File: src/spi_lp_consts.vh
`ifndef SPI_LP_CONSTS_VH
`define SPI_LP_CONSTS_VH
// register byte offsets
`define OFS_CTRL 4'h0
`define OFS_STAT 4'h4
`define OFS_MASK 4'h8
`define OFS_DATA 4'hc
// control register fields
`define CTL_ENABLE 0
`define CTL_MASTER 1
`define CTL_BIDIR 2
`define CTL_BIDIR_OE 3
`define CTL_STOP_IN_WAIT 4
`define CTL_MODF_EN 5
`define CTL_ECHO 6
`define CTL_RESET 8'h00
// status fields
`define ST_DONE 0
`define ST_MODF 1
// master clock half period is this many mclk cycles plus one
`define SCK_HALF 8'h04
`endif

File: src/spi_bidir_lowpower_ctrl.v
`timescale 1ns/100ps
`include "spi_lp_consts.vh"
module spi_bidir_lowpower_ctrl (
  // clock and reset
  input wire mclk,
  input wire rst_n,
  // wishbone slave
  input wire wb_cyc_i,
  input wire wb_stb_i,
  input wire wb_we_i,
  input wire [3:0] wb_adr_i,
  input wire [3:0] wb_sel_i,
  input wire [31:0] wb_dat_i,
  output reg [31:0] wb_dat_o,
  output reg wb_ack_o,
  // low power requests
  input wire cpu_wait,
  input wire cpu_stop,
  // serial pins
  input wire sck_i,
  output wire sck_o,
  output wire sck_oe,
  input wire ss_n_i,
  input wire mosi_i,
  output wire mosi_o,
  output wire mosi_oe,
  input wire miso_i,
  output wire miso_o,
  output wire miso_oe,
  // interrupt
  output wire irq
);

// ------------------------------------------------
// reset release
// ------------------------------------------------
reg rst_s1_q;
reg rst_s2_q; // synchronised reset, active low
always @(posedge mclk or negedge rst_n) begin
  if (!rst_n) begin
    rst_s1_q <= 1'b0;
    rst_s2_q <= 1'b0;
  end else begin
    rst_s1_q <= 1'b1;
    rst_s2_q <= rst_s1_q;
  end
end
wire rstn = rst_s2_q;
// every other process resets from this copy, so the
// release reaches all flops on the same mclk edge and
// no flop leaves reset one cycle before its neighbour
// reading state in mid-release.
// assertion of reset stays asynchronous: the whole
// block falls to its idle levels at once, output
// enables low, without waiting for a clock edge.
// a reset pulse shorter than one cycle still works.

// ------------------------------------------------
// input synchronisers
// ------------------------------------------------
// pins and the stop request come from outside mclk,
// so each passes two flops before logic reads it.
// the cost is two cycles of lag on every link edge,
// which is why the link clock must stay slow enough
// for several mclk cycles per half period.
// reset values match the idle levels of the pins.
wire [4:0] pin_raw = {sck_i, ss_n_i, mosi_i, miso_i, cpu_stop};
reg [4:0] pin_s1_q; // first stage, read only by second
reg [4:0] pin_s2_q; // synchronised copy
always @(posedge mclk or negedge rstn) begin
  if (!rstn) begin
    pin_s1_q <= 5'h08; // sck idle low, select high
    pin_s2_q <= 5'h08; // no false sck edge after reset
  end else begin
    pin_s1_q <= pin_raw;
    pin_s2_q <= pin_s1_q;
  end
end
wire sck_s = pin_s2_q[4];
wire ss_n_s = pin_s2_q[3];
wire mosi_s = pin_s2_q[2];
wire miso_s = pin_s2_q[1];
wire stop_s = pin_s2_q[0];
reg sck_prev_q; // for slave edge detect
always @(posedge mclk or negedge rstn) begin
  if (!rstn)
    sck_prev_q <= 1'b0;
  else
    sck_prev_q <= sck_s;
end
wire sck_rise = sck_s & ~sck_prev_q;

// ------------------------------------------------
// registers
// ------------------------------------------------
reg [7:0] ctrl_q; // control bits
reg [1:0] stat_q; // sticky events
reg [1:0] mask_q; // interrupt mask
reg [7:0] data_q; // serial data register, received byte
reg [7:0] tx_q; // byte to send next
reg tx_pend_q; // master start request
reg mode_master_q; // effective role, cleared by mode fault

// bus requests are taken when cyc and stb are high
// and no ack is out; ack follows one cycle later.
// read data is latched at the taken edge and stands
// until the next request.
// a write lands at the edge where the master sees
// ack high, so the master may rely on the register
// holding the new value from that edge on.
// only byte lane 0 carries register bits.
wire wb_req = wb_cyc_i & wb_stb_i & ~wb_ack_o;
wire wb_wr = wb_cyc_i & wb_stb_i & wb_ack_o & wb_we_i & wb_sel_i[0];

// low power state of the block
wire wait_lp = cpu_wait & ctrl_q[`CTL_STOP_IN_WAIT];
wire low_pwr = wait_lp | stop_s;
reg low_pwr_q;
always @(posedge mclk or negedge rstn) begin
  if (!rstn)
    low_pwr_q <= 1'b0;
  else
    low_pwr_q <= low_pwr;
end
wire lp_enter = low_pwr & ~low_pwr_q;
wire lp_exit = ~low_pwr & low_pwr_q;

wire bidir = ctrl_q[`CTL_BIDIR];
wire is_master = mode_master_q;
wire modf_det = is_master & ctrl_q[`CTL_MODF_EN] & ~ss_n_s;

// ------------------------------------------------
// shift engine
// ------------------------------------------------
reg [7:0] sh_q; // shift register
reg [2:0] bit_q; // bits received
reg busy_q; // transfer in progress
reg [7:0] div_q; // master half period count
reg sck_gen_q; // generated clock
reg done_p; // byte finished (comb)
reg lp_busy_q; // transfer touched low power
reg held_q; // finished byte waiting for exit
reg [7:0] held_byte_q;
reg [7:0] echo_q; // last finished byte, not read by any logic
reg rx_smp_q; // master bit sampled on sck rise
// master timing: the incoming bit is caught on the
// rising half and only shifted in on the falling half,
// so the outgoing bit never moves at the edge where
// the far side samples it.
// slave timing: shift on the synchronised rising edge,
// the external master owns the clock and its phase.
// while halted the master holds div, bit and shift
// register, so a resumed byte continues bit-exact.
// master: one byte per data write; no queue of bytes.
// shared pin selects data source for input
wire rx_bit = bidir ? (is_master ? mosi_s : miso_s)
                    : (is_master ? miso_s : mosi_s);
// append one serial bit to a byte, msb first
function [7:0] shift_in(input [7:0] sh, input b);
  begin
    shift_in = {sh[6:0], b};
  end
endfunction
// byte as it stands once the last bit arrives
wire [7:0] next_byte = shift_in(sh_q, is_master ? rx_smp_q : rx_bit);
// master may not tick while halted
wire m_run = busy_q & is_master & ~low_pwr;
always @* begin
  done_p = 1'b0;
  if (is_master)
    done_p = m_run && div_q == 8'h00 && sck_gen_q && bit_q == 3'h7;
  else
    done_p = ~ss_n_s && sck_rise && bit_q == 3'h7;
end

always @(posedge mclk or negedge rstn) begin
  if (!rstn) begin
    sh_q <= 8'h00;
    bit_q <= 3'h0;
    busy_q <= 1'b0;
    div_q <= 8'h00;
    sck_gen_q <= 1'b0;
    rx_smp_q <= 1'b0;
  end else if (!ctrl_q[`CTL_ENABLE] || modf_det) begin
    busy_q <= 1'b0;
    bit_q <= 3'h0;
    sck_gen_q <= 1'b0;
  end else if (is_master) begin
    if (!busy_q && tx_pend_q && !low_pwr) begin
      sh_q <= tx_q;
      busy_q <= 1'b1;
      div_q <= `SCK_HALF;
    end else if (m_run) begin // frozen otherwise
      if (div_q != 8'h00) begin
        div_q <= div_q - 8'h01;
      end else begin
        div_q <= `SCK_HALF;
        sck_gen_q <= ~sck_gen_q;
        if (!sck_gen_q) begin
          // rising half: capture only
          rx_smp_q <= rx_bit;
        end else begin
          // falling half: shift, next bit goes out
          sh_q <= shift_in(sh_q, rx_smp_q);
          bit_q <= bit_q + 3'h1;
          if (bit_q == 3'h7)
            busy_q <= 1'b0;
        end
      end
    end
  end else begin
    // slave shifts on sck even in wait or stop
    if (ss_n_s) begin
      bit_q <= 3'h0;
      busy_q <= 1'b0;
    end else if (lp_enter && !busy_q) begin
      bit_q <= 3'h0; // partial idle byte dropped
    end else if (sck_rise) begin
      busy_q <= bit_q != 3'h7;
      bit_q <= bit_q + 3'h1;
      if (bit_q == 3'h7)
        // reload per byte: data reg or echo
        sh_q <= ctrl_q[`CTL_ECHO] ? {sh_q[6:0], rx_bit} : tx_q;
      else
        sh_q <= {sh_q[6:0], rx_bit};
    end
  end
end

// ------------------------------------------------
// completion, held byte and flags
// ------------------------------------------------
// a slave byte that ends in low power is parked here
// and posted on exit, but only if a transfer was
// running across the low power period; a wait that
// stays idle throughout leaves flag and data alone.
// the master never parks: it is frozen instead.
// a user expecting slave data in low power must
// leave low power before the byte can be read.
reg done_now; // flag set this cycle
reg [7:0] done_byte;
always @* begin
  done_now = 1'b0;
  done_byte = next_byte;
  if (done_p && !(low_pwr && !is_master)) begin
    done_now = 1'b1;
  end else if (lp_exit && held_q) begin
    done_now = lp_busy_q;
    done_byte = held_byte_q;
  end
end

always @(posedge mclk or negedge rstn) begin
  if (!rstn) begin
    held_q <= 1'b0;
    held_byte_q <= 8'h00;
    lp_busy_q <= 1'b0;
    echo_q <= 8'h00;
  end else begin
    if (lp_enter)
      lp_busy_q <= busy_q;
    else if (low_pwr && busy_q)
      lp_busy_q <= 1'b1;
    else if (!low_pwr)
      lp_busy_q <= 1'b0;
    // slave byte done in low power waits for exit
    if (done_p && low_pwr && !is_master) begin
      held_q <= 1'b1;
      held_byte_q <= next_byte;
    end else if (lp_exit) begin
      held_q <= 1'b0;
    end
    if (done_p)
      echo_q <= next_byte;
  end
end

// ------------------------------------------------
// register file
// ------------------------------------------------
always @(posedge mclk or negedge rstn) begin
  if (!rstn) begin
    ctrl_q <= `CTL_RESET;
    stat_q <= 2'h0;
    mask_q <= 2'h0;
    data_q <= 8'h00;
    tx_q <= 8'h00;
    tx_pend_q <= 1'b0;
    mode_master_q <= 1'b0;
    wb_ack_o <= 1'b0;
    wb_dat_o <= 32'h0;
  end else begin
    wb_ack_o <= wb_req;
    if (wb_req) begin
      if (wb_adr_i == `OFS_CTRL)
        wb_dat_o <= {24'h0, ctrl_q};
      else if (wb_adr_i == `OFS_STAT)
        wb_dat_o <= {29'h0, busy_q, stat_q};
      else if (wb_adr_i == `OFS_MASK)
        wb_dat_o <= {30'h0, mask_q};
      else if (wb_adr_i == `OFS_DATA)
        wb_dat_o <= {24'h0, data_q};
      else
        wb_dat_o <= 32'h0;
    end
    // writes
    if (wb_wr && wb_adr_i == `OFS_CTRL) begin
      ctrl_q <= wb_dat_i[7:0];
      mode_master_q <= wb_dat_i[`CTL_MASTER];
    end else if (modf_det) begin
      mode_master_q <= 1'b0; // fall back to slave
      ctrl_q[`CTL_MASTER] <= 1'b0;
    end
    if (wb_wr && wb_adr_i == `OFS_MASK)
      mask_q <= wb_dat_i[1:0];
    if (wb_wr && wb_adr_i == `OFS_DATA) begin
      tx_q <= wb_dat_i[7:0];
      tx_pend_q <= 1'b1;
    end else if (is_master && !busy_q && tx_pend_q && !low_pwr) begin
      tx_pend_q <= 1'b0;
    end
    // status: set wins over write-one clear
    if (wb_wr && wb_adr_i == `OFS_STAT)
      stat_q <= (stat_q & ~wb_dat_i[1:0]) | {modf_det, done_now};
    else
      stat_q <= stat_q | {modf_det, done_now};
    if (done_now)
      data_q <= done_byte;
  end
end

assign irq = |(stat_q & mask_q);

// ------------------------------------------------
// pin drivers
// ------------------------------------------------
// output enables are high while the block drives.
// in bidir mode only sck (as master) and the shared data pin may drive,
// the data pin only when the direction bit asks for output.
// a mode fault turns the master into a slave, so the
// shared pin moves from mosi to miso; a board that
// uses miso for something else must allow for this.
// the unused data pin is never driven.
// disabling the block releases every pin.
wire en = ctrl_q[`CTL_ENABLE];
wire oe_bidir = ctrl_q[`CTL_BIDIR_OE];
assign sck_o = sck_gen_q;
assign sck_oe = en & is_master;
assign mosi_o = sh_q[7];
assign miso_o = sh_q[7];
// master drives mosi; bidir uses oe bit
assign mosi_oe = en & is_master & (~bidir | oe_bidir);
// slave drives miso when selected
assign miso_oe = en & ~is_master & ~ss_n_s & (~bidir | oe_bidir);

endmodule

File: config.mk
export PLATFORM = sky130hd
export DESIGN_NAME = spi_bidir_lowpower_ctrl
export DESIGN_NICKNAME = d
export VERILOG_FILES = /design/src/spi_bidir_lowpower_ctrl.v
export VERILOG_INCLUDE_DIRS = /design/src /design/src/src
export SDC_FILE = /design/constraint.sdc
export NUM_CORES = 1
export LEC_CHECK = 0
export BUFFER_PORTS_ARGS = -buffer_cell sky130_fd_sc_hd__buf_2
export CAP_MARGIN = 0
export CORE_UTILIZATION = 45
export DETAILED_ROUTE_END_ITERATION = 16
export MAX_ROUTING_LAYER = met4
export PLACE_DENSITY = 0.68
export SYNTH_ARGS = -nofsm -noshare
export SYNTH_HDL_FRONTEND = slang
export SYNTH_SLANG_ARGS = --single-unit
File: constraint.sdc
create_clock -name mclk -period 7.9 [get_ports mclk]
set_input_delay 1.58 -clock mclk [delete_from_list [all_inputs] [get_ports mclk]]
set_output_delay 1.58 -clock mclk [all_outputs]
set_load 0.02 [all_outputs]
Word-level counts from Yosys, hierarchy flattened
Index checks and enable logic that the tools add are counted.

storage, ports and cells
  memory bits (read-only) = 0
  latch bits = 0
  memories = 0
  memory bits (writable) = 0
  bits in registers = 108
  input port bits = 51
  output and inout port bits = 40
  word-level logic and storage cells = 190

operators by class
  divide/modulo/power cells = 0
  add/subtract/negate cells = 2
  $mul = 0
  eq/ne operators = 22
  mux-type cells = 60
  reductions and logical operators = 46
  shift operators = 0
  bitwise operators = 36
  order comparisons = 0

operator list
  operator               number
  $mux W8                19
  $mux W1                31
  $mux W3                9
  $logic_and A1 B1 Y1    21
  $and A1 B1 Y1          18
  $ne A3 B1 Y1 const B   5
  $reduce_bool A2 Y1     7
  $ne A3 B3 Y1 const B   4
  $ne A4 B1 Y1 const B   3
  $reduce_and A6 Y1      2
  $not A1 Y1             11
  $eq A4 B4 Y1 const B   2
  $logic_not A8 Y1       1
  $ne A4 B4 Y1 const B   2
  $reduce_bool A8 Y1     1
  $sub A8 B1 Y8 const B  1
  $reduce_and A7 Y1      1
  $ne A2 B2 Y1 const B   3
  $logic_not A1 Y1       5
  $reduce_and A5 Y1      1
  $reduce_bool A5 Y1     1
  $and A2 B2 Y2          2
  $eq A4 B3 Y1 const B   1
  $logic_not A4 Y1       1
  12 further kinds       14

Longest topological paths before layout
Gate-level depths: netlist (run 1).

  depth after elaboration = 12
  mapped depth = 8
  mapped depth without buffers = 7

Least setup slack after synthesis (run 1)
Ideal clock, no wire load.

  path type = input to register
  from = input cpu_wait
  to = register data_q[1]
  slack = 4.909 ns
  buffers on the path = 0
  data required time = 7.775 ns
  setup time = 0.125 ns
  stages = 5
  arrival time = 2.866 ns
  path through = a21oi_4 > inv_2 > nor2_2 > mux2_2 > mux2_4

on the way
  word-level cells in the longest chain between the ends = 10
  elaborated cells on any way between the ends = 17
  those cells by class = mux: 5; bitwise: 5; reduce/logical: 7

RTL lines
  what                                       line                                                          RTL
  from (decl)                                spi_bidir_lowpower_ctrl.v:17                                  input wire cpu_wait,
  $and A1 B1 Y1 (*)                          spi_bidir_lowpower_ctrl.v:116                                 wire wait_lp = cpu_wait & ctrl_q[`CTL_STOP_IN_WAIT];
  $or A1 B1 Y1 (*)                           spi_bidir_lowpower_ctrl.v:117                                 wire low_pwr = wait_lp | stop_s;
  via low_pwr                                spi_bidir_lowpower_ctrl.v:117
  $not A1 Y1                                 spi_bidir_lowpower_ctrl.v:126, spi_bidir_lowpower_ctrl.v:167
  $and A1 B1 Y1                              spi_bidir_lowpower_ctrl.v:167                                 wire m_run = busy_q & is_master & ~low_pwr;
  $logic_and A1 B1 Y1 (3 in a row)           spi_bidir_lowpower_ctrl.v:171                                 done_p = m_run && div_q == 8'h00 && sck_gen_q && bit_q == 3'h7;
  $mux W1                                    spi_bidir_lowpower_ctrl.v:170                                 if (is_master)
  $logic_and A1 B1 Y1                        spi_bidir_lowpower_ctrl.v:245                                 if (done_p && !(low_pwr && !is_master)) begin
  $mux W8 / $mux W1 (equally long branches)  spi_bidir_lowpower_ctrl.v:245
  to (signal assigned)                       spi_bidir_lowpower_ctrl.v:328                                 data_q <= done_byte;
  to (decl)                                  spi_bidir_lowpower_ctrl.v:99                                  reg [7:0] data_q;

The timed path passes the listed nets; every way through them passes the cells marked *.
A chain may end at the register's enable or synchronous reset.

Worst setup path in the final report (run 1)
  from = register mode_master_q, in the netlist is_master
  to = output mosi_oe

on the way
  word-level cells in the longest chain between the ends = 2

RTL lines
  what                        line                           RTL
  from (decl)                 spi_bidir_lowpower_ctrl.v:102  reg mode_master_q;
  from (signal assigned)      spi_bidir_lowpower_ctrl.v:309  mode_master_q <= wb_dat_i[`CTL_MASTER];
  $and A1 B1 Y1 (2 in a row)  spi_bidir_lowpower_ctrl.v:352  assign mosi_oe = en & is_master & (~bidir | oe_bidir);
  to (decl)                   spi_bidir_lowpower_ctrl.v:26   output wire mosi_oe,

No other way between the ends.

==> results of run 1 <==
## cell usage in the layout, fill, tap and decap left out, types with 3 or more instances in the layout
cell	synthesis	layout
a21oi_1	6	6
a221oi_1	5	5
a22o_1	7	7
buf_2	2	39
clkbuf_1	4	3
clkbuf_8	0	9
conb_1	2	25
dfrtp_1	82	81
ha_1	3	3
inv_1	10	10
mux2_2	47	47
mux2_4	7	7
mux2i_1	10	10
nand2_1	32	32
nand2b_1	3	3
nand3_1	6	6
nor2_1	20	20
nor3_1	5	5
o21ai_0	10	10
o31ai_1	4	4
## how the worst min path moves through the flow
stage | start | end | slack (ps) | cells past startpoint
2_1_floorplan | pin_s1_q[0]$_DFF_PN0_ | pin_s2_q[0]$_DFF_PN0_ | 330 | 0
3_3_place_gp | pin_s1_q[0]$_DFF_PN0_ | pin_s2_q[0]$_DFF_PN0_ | 330 | 0
3_5_place_dp | pin_s1_q[1]$_DFF_PN0_ | pin_s2_q[1]$_DFF_PN0_ | 330 | 0
4_1_cts | pin_s1_q[1]$_DFF_PN0_ | pin_s2_q[1]$_DFF_PN0_ | 350 | 0
5_1_grt | pin_s1_q[2]$_DFF_PN0_ | pin_s2_q[2]$_DFF_PN0_ | 360 | 0
6_report | pin_s1_q[0]$_DFF_PN0_ | pin_s2_q[0]$_DFF_PN0_ | 350 | 0
## flip-flops by register name (all words and copies together), names as in the netlist, 5 cells and up
signal / cells
ctrl_q: 7
data_q: 8
div_q: 8
held_byte_q: 8
pin_s1_q: 5
pin_s2_q: 5
sh_q: 8
tx_q: 8
wb_dat_o: 8
## cell type report
class / count / area [um2]
Clock buffer: 12 / 135.1
Clock inverter: 4 / 50.05
Fill cell: 774 / 4300
Inverter: 11 / 41.29
Multi-Input combinational cell: 234 / 1798
Sequential cell: 84 / 2108
Tap cell: 108 / 135.1
Timing Repair Buffer: 39 / 195.2
## worst max-delay path, delay by kind of cell, from the launching register on
family,cells,cell delay (ps)
AOI/OAI and AO/OA,1,310
and+or+nand+nor,1,340
DFF,1,900
buffers and inverters,1,230
## through the flow
stage / hold slack (ps) / setup slack, ps / cells
floorplan: 331.2 / 4909 / 364
global placement: 333.4 / 4474 / 476
detailed placement: 334.7 / 4473 / 476
CTS: 353.4 / 4222 / 492
global route: 357.6 / 4135 / 492
finish: 350.5 / 4187 / 492
## layer usage
layer | wire, um | up-vias
met2 | 3605 | 84
met1 | 3632 | 1304
li1 | - | 1236
met4 | 140 | 0
met3 | 340 | 10
met5 | 0 | -
## cells by family after synthesis
logic type | synth area share, %
simple gates | 12.07
flops | 51.25
mux | 19.53
compound gates | 8.776
buf+inv | 7.069
fa+ha+maj | 0.9142
other cells | 0.1829
xor+xnor | 0.2133
## synth_stat cells, types with 6 or more instances
| master | n | area (um2) |
|---|---|---|
| dfrtp_1 | 82 | 2052 |
| inv_1 | 10 | 37.54 |
| nand3_1 | 6 | 30.03 |
| nand2_1 | 32 | 120.1 |
| buf_4 | 26 | 195.2 |
| o21ai_0 | 10 | 50.05 |
| mux2_4 | 7 | 105.1 |
| nor2_1 | 20 | 75.07 |
| a22o_1 | 7 | 61.31 |
| mux2i_1 | 10 | 100.1 |
| a21oi_1 | 6 | 30.03 |
| mux2_2 | 47 | 529.3 |
## where the power goes
group          internal, mW  total (mW)  leakage [nW]  switching (mW)
combinational        0.0177      0.0504         0.956          0.0327
sequential            0.441       0.457          1.12          0.0156
clock                 0.146       0.296        0.0866           0.150
==> flow_summary.yaml, run 1 <==
synth:
  async_flop_share_pct: 100.0
  synth_ff_type: "dfrtp_1"
  synthDistinctLibCells: 60
  synth_cells: 341
  yosysWarnings: 0
  synth_edf_count: 0
  syn_area_um2: 4106
  synth-seq-area-share_pct: 51.25
  synth_seq_cells: 84
  avgSynthCellArea_um2: 12.04
detailed_routing:
  drt-pass1-iter-count: 4
  drcViolationCount: 0
  num_vias: 2634
  wl_um: 7718
  drt_iter0_drc: 236
  routed_via_density: 5.354
  wl_per_cell_um: 15.69
  ant_nets: 0
global_route:
  grt.total_usage_pct: 18.32
  antenna_found_initial: 0
  grtUsageMet3_pct: 4.101
  grt_pass1_wl_um: 13140
  grt_pass1_vias: 2555
  met2_usage_pct: 26.84
  grt.overflow.total: 0
  grt_util_met1_pct: 24.91
  grt-busiest-layer: "met2"
  grt_start_max_net_pins: 83
worst_setup_path:
  end_kind: "output pin"
  required_ps: 6320
  rrSetupSlack_ps: 5420
  rr_startpoint: "is_master$_DFFE_PN0P_"
  worstSetupEndpoint: "mosi_oe"
  worstPathMaxFanout: 21
  setup.worst_path.start_class: "flop"
  crit_start: "is_master$_DFFE_PN0P_"
  worstPathArrival_ps: 2130
  r2r_end: "div_q[7]$_DFFE_PN0P_"
  slowest_stage: "dfrtp_1"
  crit_type: "flop to output pin"
  max_stage_delay_ps: 900
  cp_cell_sequence: "and2_1 -> a21boi_0 -> buf_2"
  r2r_cells: 4
timing:
  skew_ps: 9.767
  finalSetupTns_ps: 0
  relSlewSlack_pct: 31.28
  tightestPinTransition_ps: 1031
  min_period_over_period_pct: 47.00
  fmaxAchievable_ghz: 0.2693
  setup_viol: 0
  finalHoldViolCount: 0
  fin_crit_ps: 3713
  final_max_slew_viol_count: 0
  rsz0062_at_grt: "no"
placement:
  hpwlAfterDp_um: 5352
  postPlaceCellArea_um2: 4278
  place_congestion: 0.8326
  io_buffers: 39
cts:
  cts_buffers: 9
  cts_setup_buffers: 0
  hold_buffers: 0
  ctsHtreeMaxLevel: 3
  worstSkewPairLatency_ps: 360
  clock-root-buffer: "clkbuf_8"
  cts_sinks: 84
  cts_tree: "done"
  cts.repair.resized: 0
  path_clk_slew_ps: 80
  cts_max_path_buffers: 2
power_and_ir_drop:
  powerDensity_nw_per_um2: 179.9
  power.total_mw: 0.8029
  ir_worst_vdd_v: 0.00008572
  p_leak_nw: 2.158
die:
  design.die.area_um2: 9511
  initial_utilization_pct: 46.86
  core-area_um2: 8763
  row_count: 34
  die_y_um: 97.53
  boundaryPins: 91
  die_w_um: 97.53
layout:
  fin_area_um2: 4463
  fin_nets: 433
  antennaDiodeCount: 0
  drive_gt1_share_pct: 33.07
  area_growth_syn_to_layout_pct: 8.684
  utilization_pct: 50.93
outcome:
  status: "finished, final reports clean"
min_path:
  hp-class: "flop to flop"
flow_run:
  cap_viol_max_count: 0
No activity file was read; power rests on OpenSTA's default activity.
==> inputs of run 2 (changes only) <==
--- a/config.mk
+++ b/config.mk
@@ -11,7 +11,7 @@
 export CORE_UTILIZATION = 45
 export DETAILED_ROUTE_END_ITERATION = 16
 export MAX_ROUTING_LAYER = met4
-export PLACE_DENSITY = 0.68
+export PLACE_DENSITY = 0.71
 export SYNTH_ARGS = -nofsm -noshare
 export SYNTH_HDL_FRONTEND = slang
 export SYNTH_SLANG_ARGS = --single-unit
==> constraint.sdc (replaced) <==
create_clock -name mclk -period 3.4 [get_ports mclk]
set_input_delay 0.68 -clock mclk [delete_from_list [all_inputs] [get_ports mclk]]
set_output_delay 0.68 -clock mclk [all_outputs]
set_load 0.02 [all_outputs]
==> run 2 against run 1 <==
- cell area up 1.1%
- register-to-register slack worse by 4200 ps
- final cell count up 0.20%
- die area unchanged
- utilization up 0.56 points
- sequential power up 130%
- clock-buffer cell count down 1
- non-clock buffer count up 1
- power up 150%
==> flow_summary.yaml, run 2 (synthesis gave the netlist of run 1 again) <==
flow_run:
  cap_viol_max_count: 0
power_and_ir_drop:
  seqPwrFrac_pct: 53.8
  power.internal_mw: 1.503
  p_leak_nw: 2.186
  switching_share_pct: 23.85
  pwr-share-comb_pct: 6.0
  power.total_mw: 1.973
  switching_power_mw: 0.4707
  powerDensity_nw_per_um2: 437.4
  share_clk_of_total_power_pct: 40.2
  ir_worst_vdd_v: 0.0002194
layout:
  layout_commonest_cell: "dfrtp_1"
  fin_nets: 434
  antennaDiodeCount: 0
  drive_gt1_share_pct: 33.77
  instances_no_fill: 493
  final_cell_mix: "dfrtp_1, mux2_2, buf_2"
  area_growth_syn_to_layout_pct: 9.872
  fin_area_um2: 4512
timing:
  finalSetupTns_ps: 0
  setup_viol: 0
  min_period_over_period_pct: 74.37
  rsz0062_at_grt: "no"
  skew_ps: 13.02
  fin_crit_ps: 2529
  relSlewSlack_pct: 31.01
  final_max_slew_viol_count: 0
  fmaxAchievable_ghz: 0.3955
  finalHoldWorstSlack_ps: 100.1
  tightestPinTransition_ps: 1035
  finalHoldViolCount: 0
placement:
  place_congestion: 0.7816
  postPlaceCellArea_um2: 4285
  hpwlAfterDp_um: 5416
  io_buffers: 39
  place_inst: 477
global_route:
  grt_start_max_net_pins: 83
  grt_pass1_vias: 2599
  grt_pass1_wl_um: 13140
  grt.total_usage_pct: 18.10
  grt.overflow.total: 0
  antenna_found_initial: 0
die:
  design.die.area_um2: 9511
  boundaryPins: 91
  row_count: 34
  die_w_um: 97.53
  core-area_um2: 8763
  initial_utilization_pct: 46.86
  die_y_um: 97.53
cts:
  hold_buffers: 0
  ctsHtreeMaxLevel: 3
  path_clk_slew_ps: 80
  cts.repair.resized: 0
  cts_tree: "done"
  cts_buffers: 9
  cts_setup_buffers: 0
  cts_sinks: 84
  cts_max_path_buffers: 2
  worstSkewPairLatency_ps: 350
  clock-root-buffer: "clkbuf_8"
worst_setup_path:
  setup.worst_path.start_class: "flop"
  required_ps: 2720
  worstPathArrival_ps: 1850
  worstPathMaxFanout: 14
  end_kind: "output pin"
  crit_type: "flop to output pin"
detailed_routing:
  drt-pass1-iter-count: 4
  num_vias: 2633
  wl_um: 7765
  drcViolationCount: 0
  drt_iter0_drc: 117
  routed_via_density: 5.341
  wl_per_cell_um: 15.75
  ant_nets: 0
outcome:
  status: "finished, final reports clean"
min_path:
  hp-class: "input pin to async pin"
[run 2: power by group through the flow]
stage / combinational (mW) / clock (mW) / sequential [mW]
2_1_floorplan: 0.0933 / 0 / 1.08
3_3_place_gp: 0.117 / 0 / 1.08
3_5_place_dp: 0.119 / 0 / 1.08
4_1_cts: 0.119 / 0.812 / 1.06
5_1_grt: 0.130 / 0.849 / 1.07
6_report: 0.118 / 0.794 / 1.06
[run 2: final timing paths]
kind	from	endpoint	slack, ps	depth (start not counted)
min	rst_n	rst_s2_q$_DFF_PN0_	100	1
min in group mclk	pin_s1_q[0]$_DFF_PN0_	pin_s2_q[0]$_DFF_PN0_	350	0
min reg2reg	pin_s1_q[0]$_DFF_PN0_	pin_s2_q[0]$_DFF_PN0_	350	0
max reg2reg	div_q[0]$_DFFE_PN0P_	data_q[1]$_DFFE_PN0P_	1180	7
max in group asynchronous	rst_s2_q$_DFF_PN0_	stat_q[0]$_DFF_PN0_	2210	0
max	is_master$_DFFE_PN0P_	mosi_oe	870	3
[run 2: critical path: stages, from the launching register on]
cell and delay [ps]:
dfrtp_1 650, and2_1 290, a21boi_0 320, buf_2 230
[run 2: cell type report]
type	count	area (um2)
well taps	108	135.1
fillers	782	4252
repair buffers	40	202.7
multi-input cells	234	1798
flip-flops and latches	84	2108
clock buffers	11	141.4
clock inverters	5	85.08
inverters	11	41.29
[run 2: metal layers]
| metal | routed length, um | vias up | global-route usage (%) |
|---|---|---|---|
| met5 | 0 | - | - |
| met4 | 189 | 0 | 7.240 |
| met3 | 292 | 15 | 2.518 |
| met2 | 3608 | 85 | 27.65 |
| met1 | 3676 | 1292 | 24.47 |
| li1 | - | 1241 | - |
[run 2: stage by stage]
| step | util (%) | setup WS, ps |
|---|---|---|
| floorplan | - | 890.7 |
| global placement | 48.90 | 896.7 |
| detailed placement | 48.90 | 886.9 |
| CTS | 51.48 | 894.9 |
| global route | 51.48 | 820.4 |
| finish | 51.48 | 871.3 |
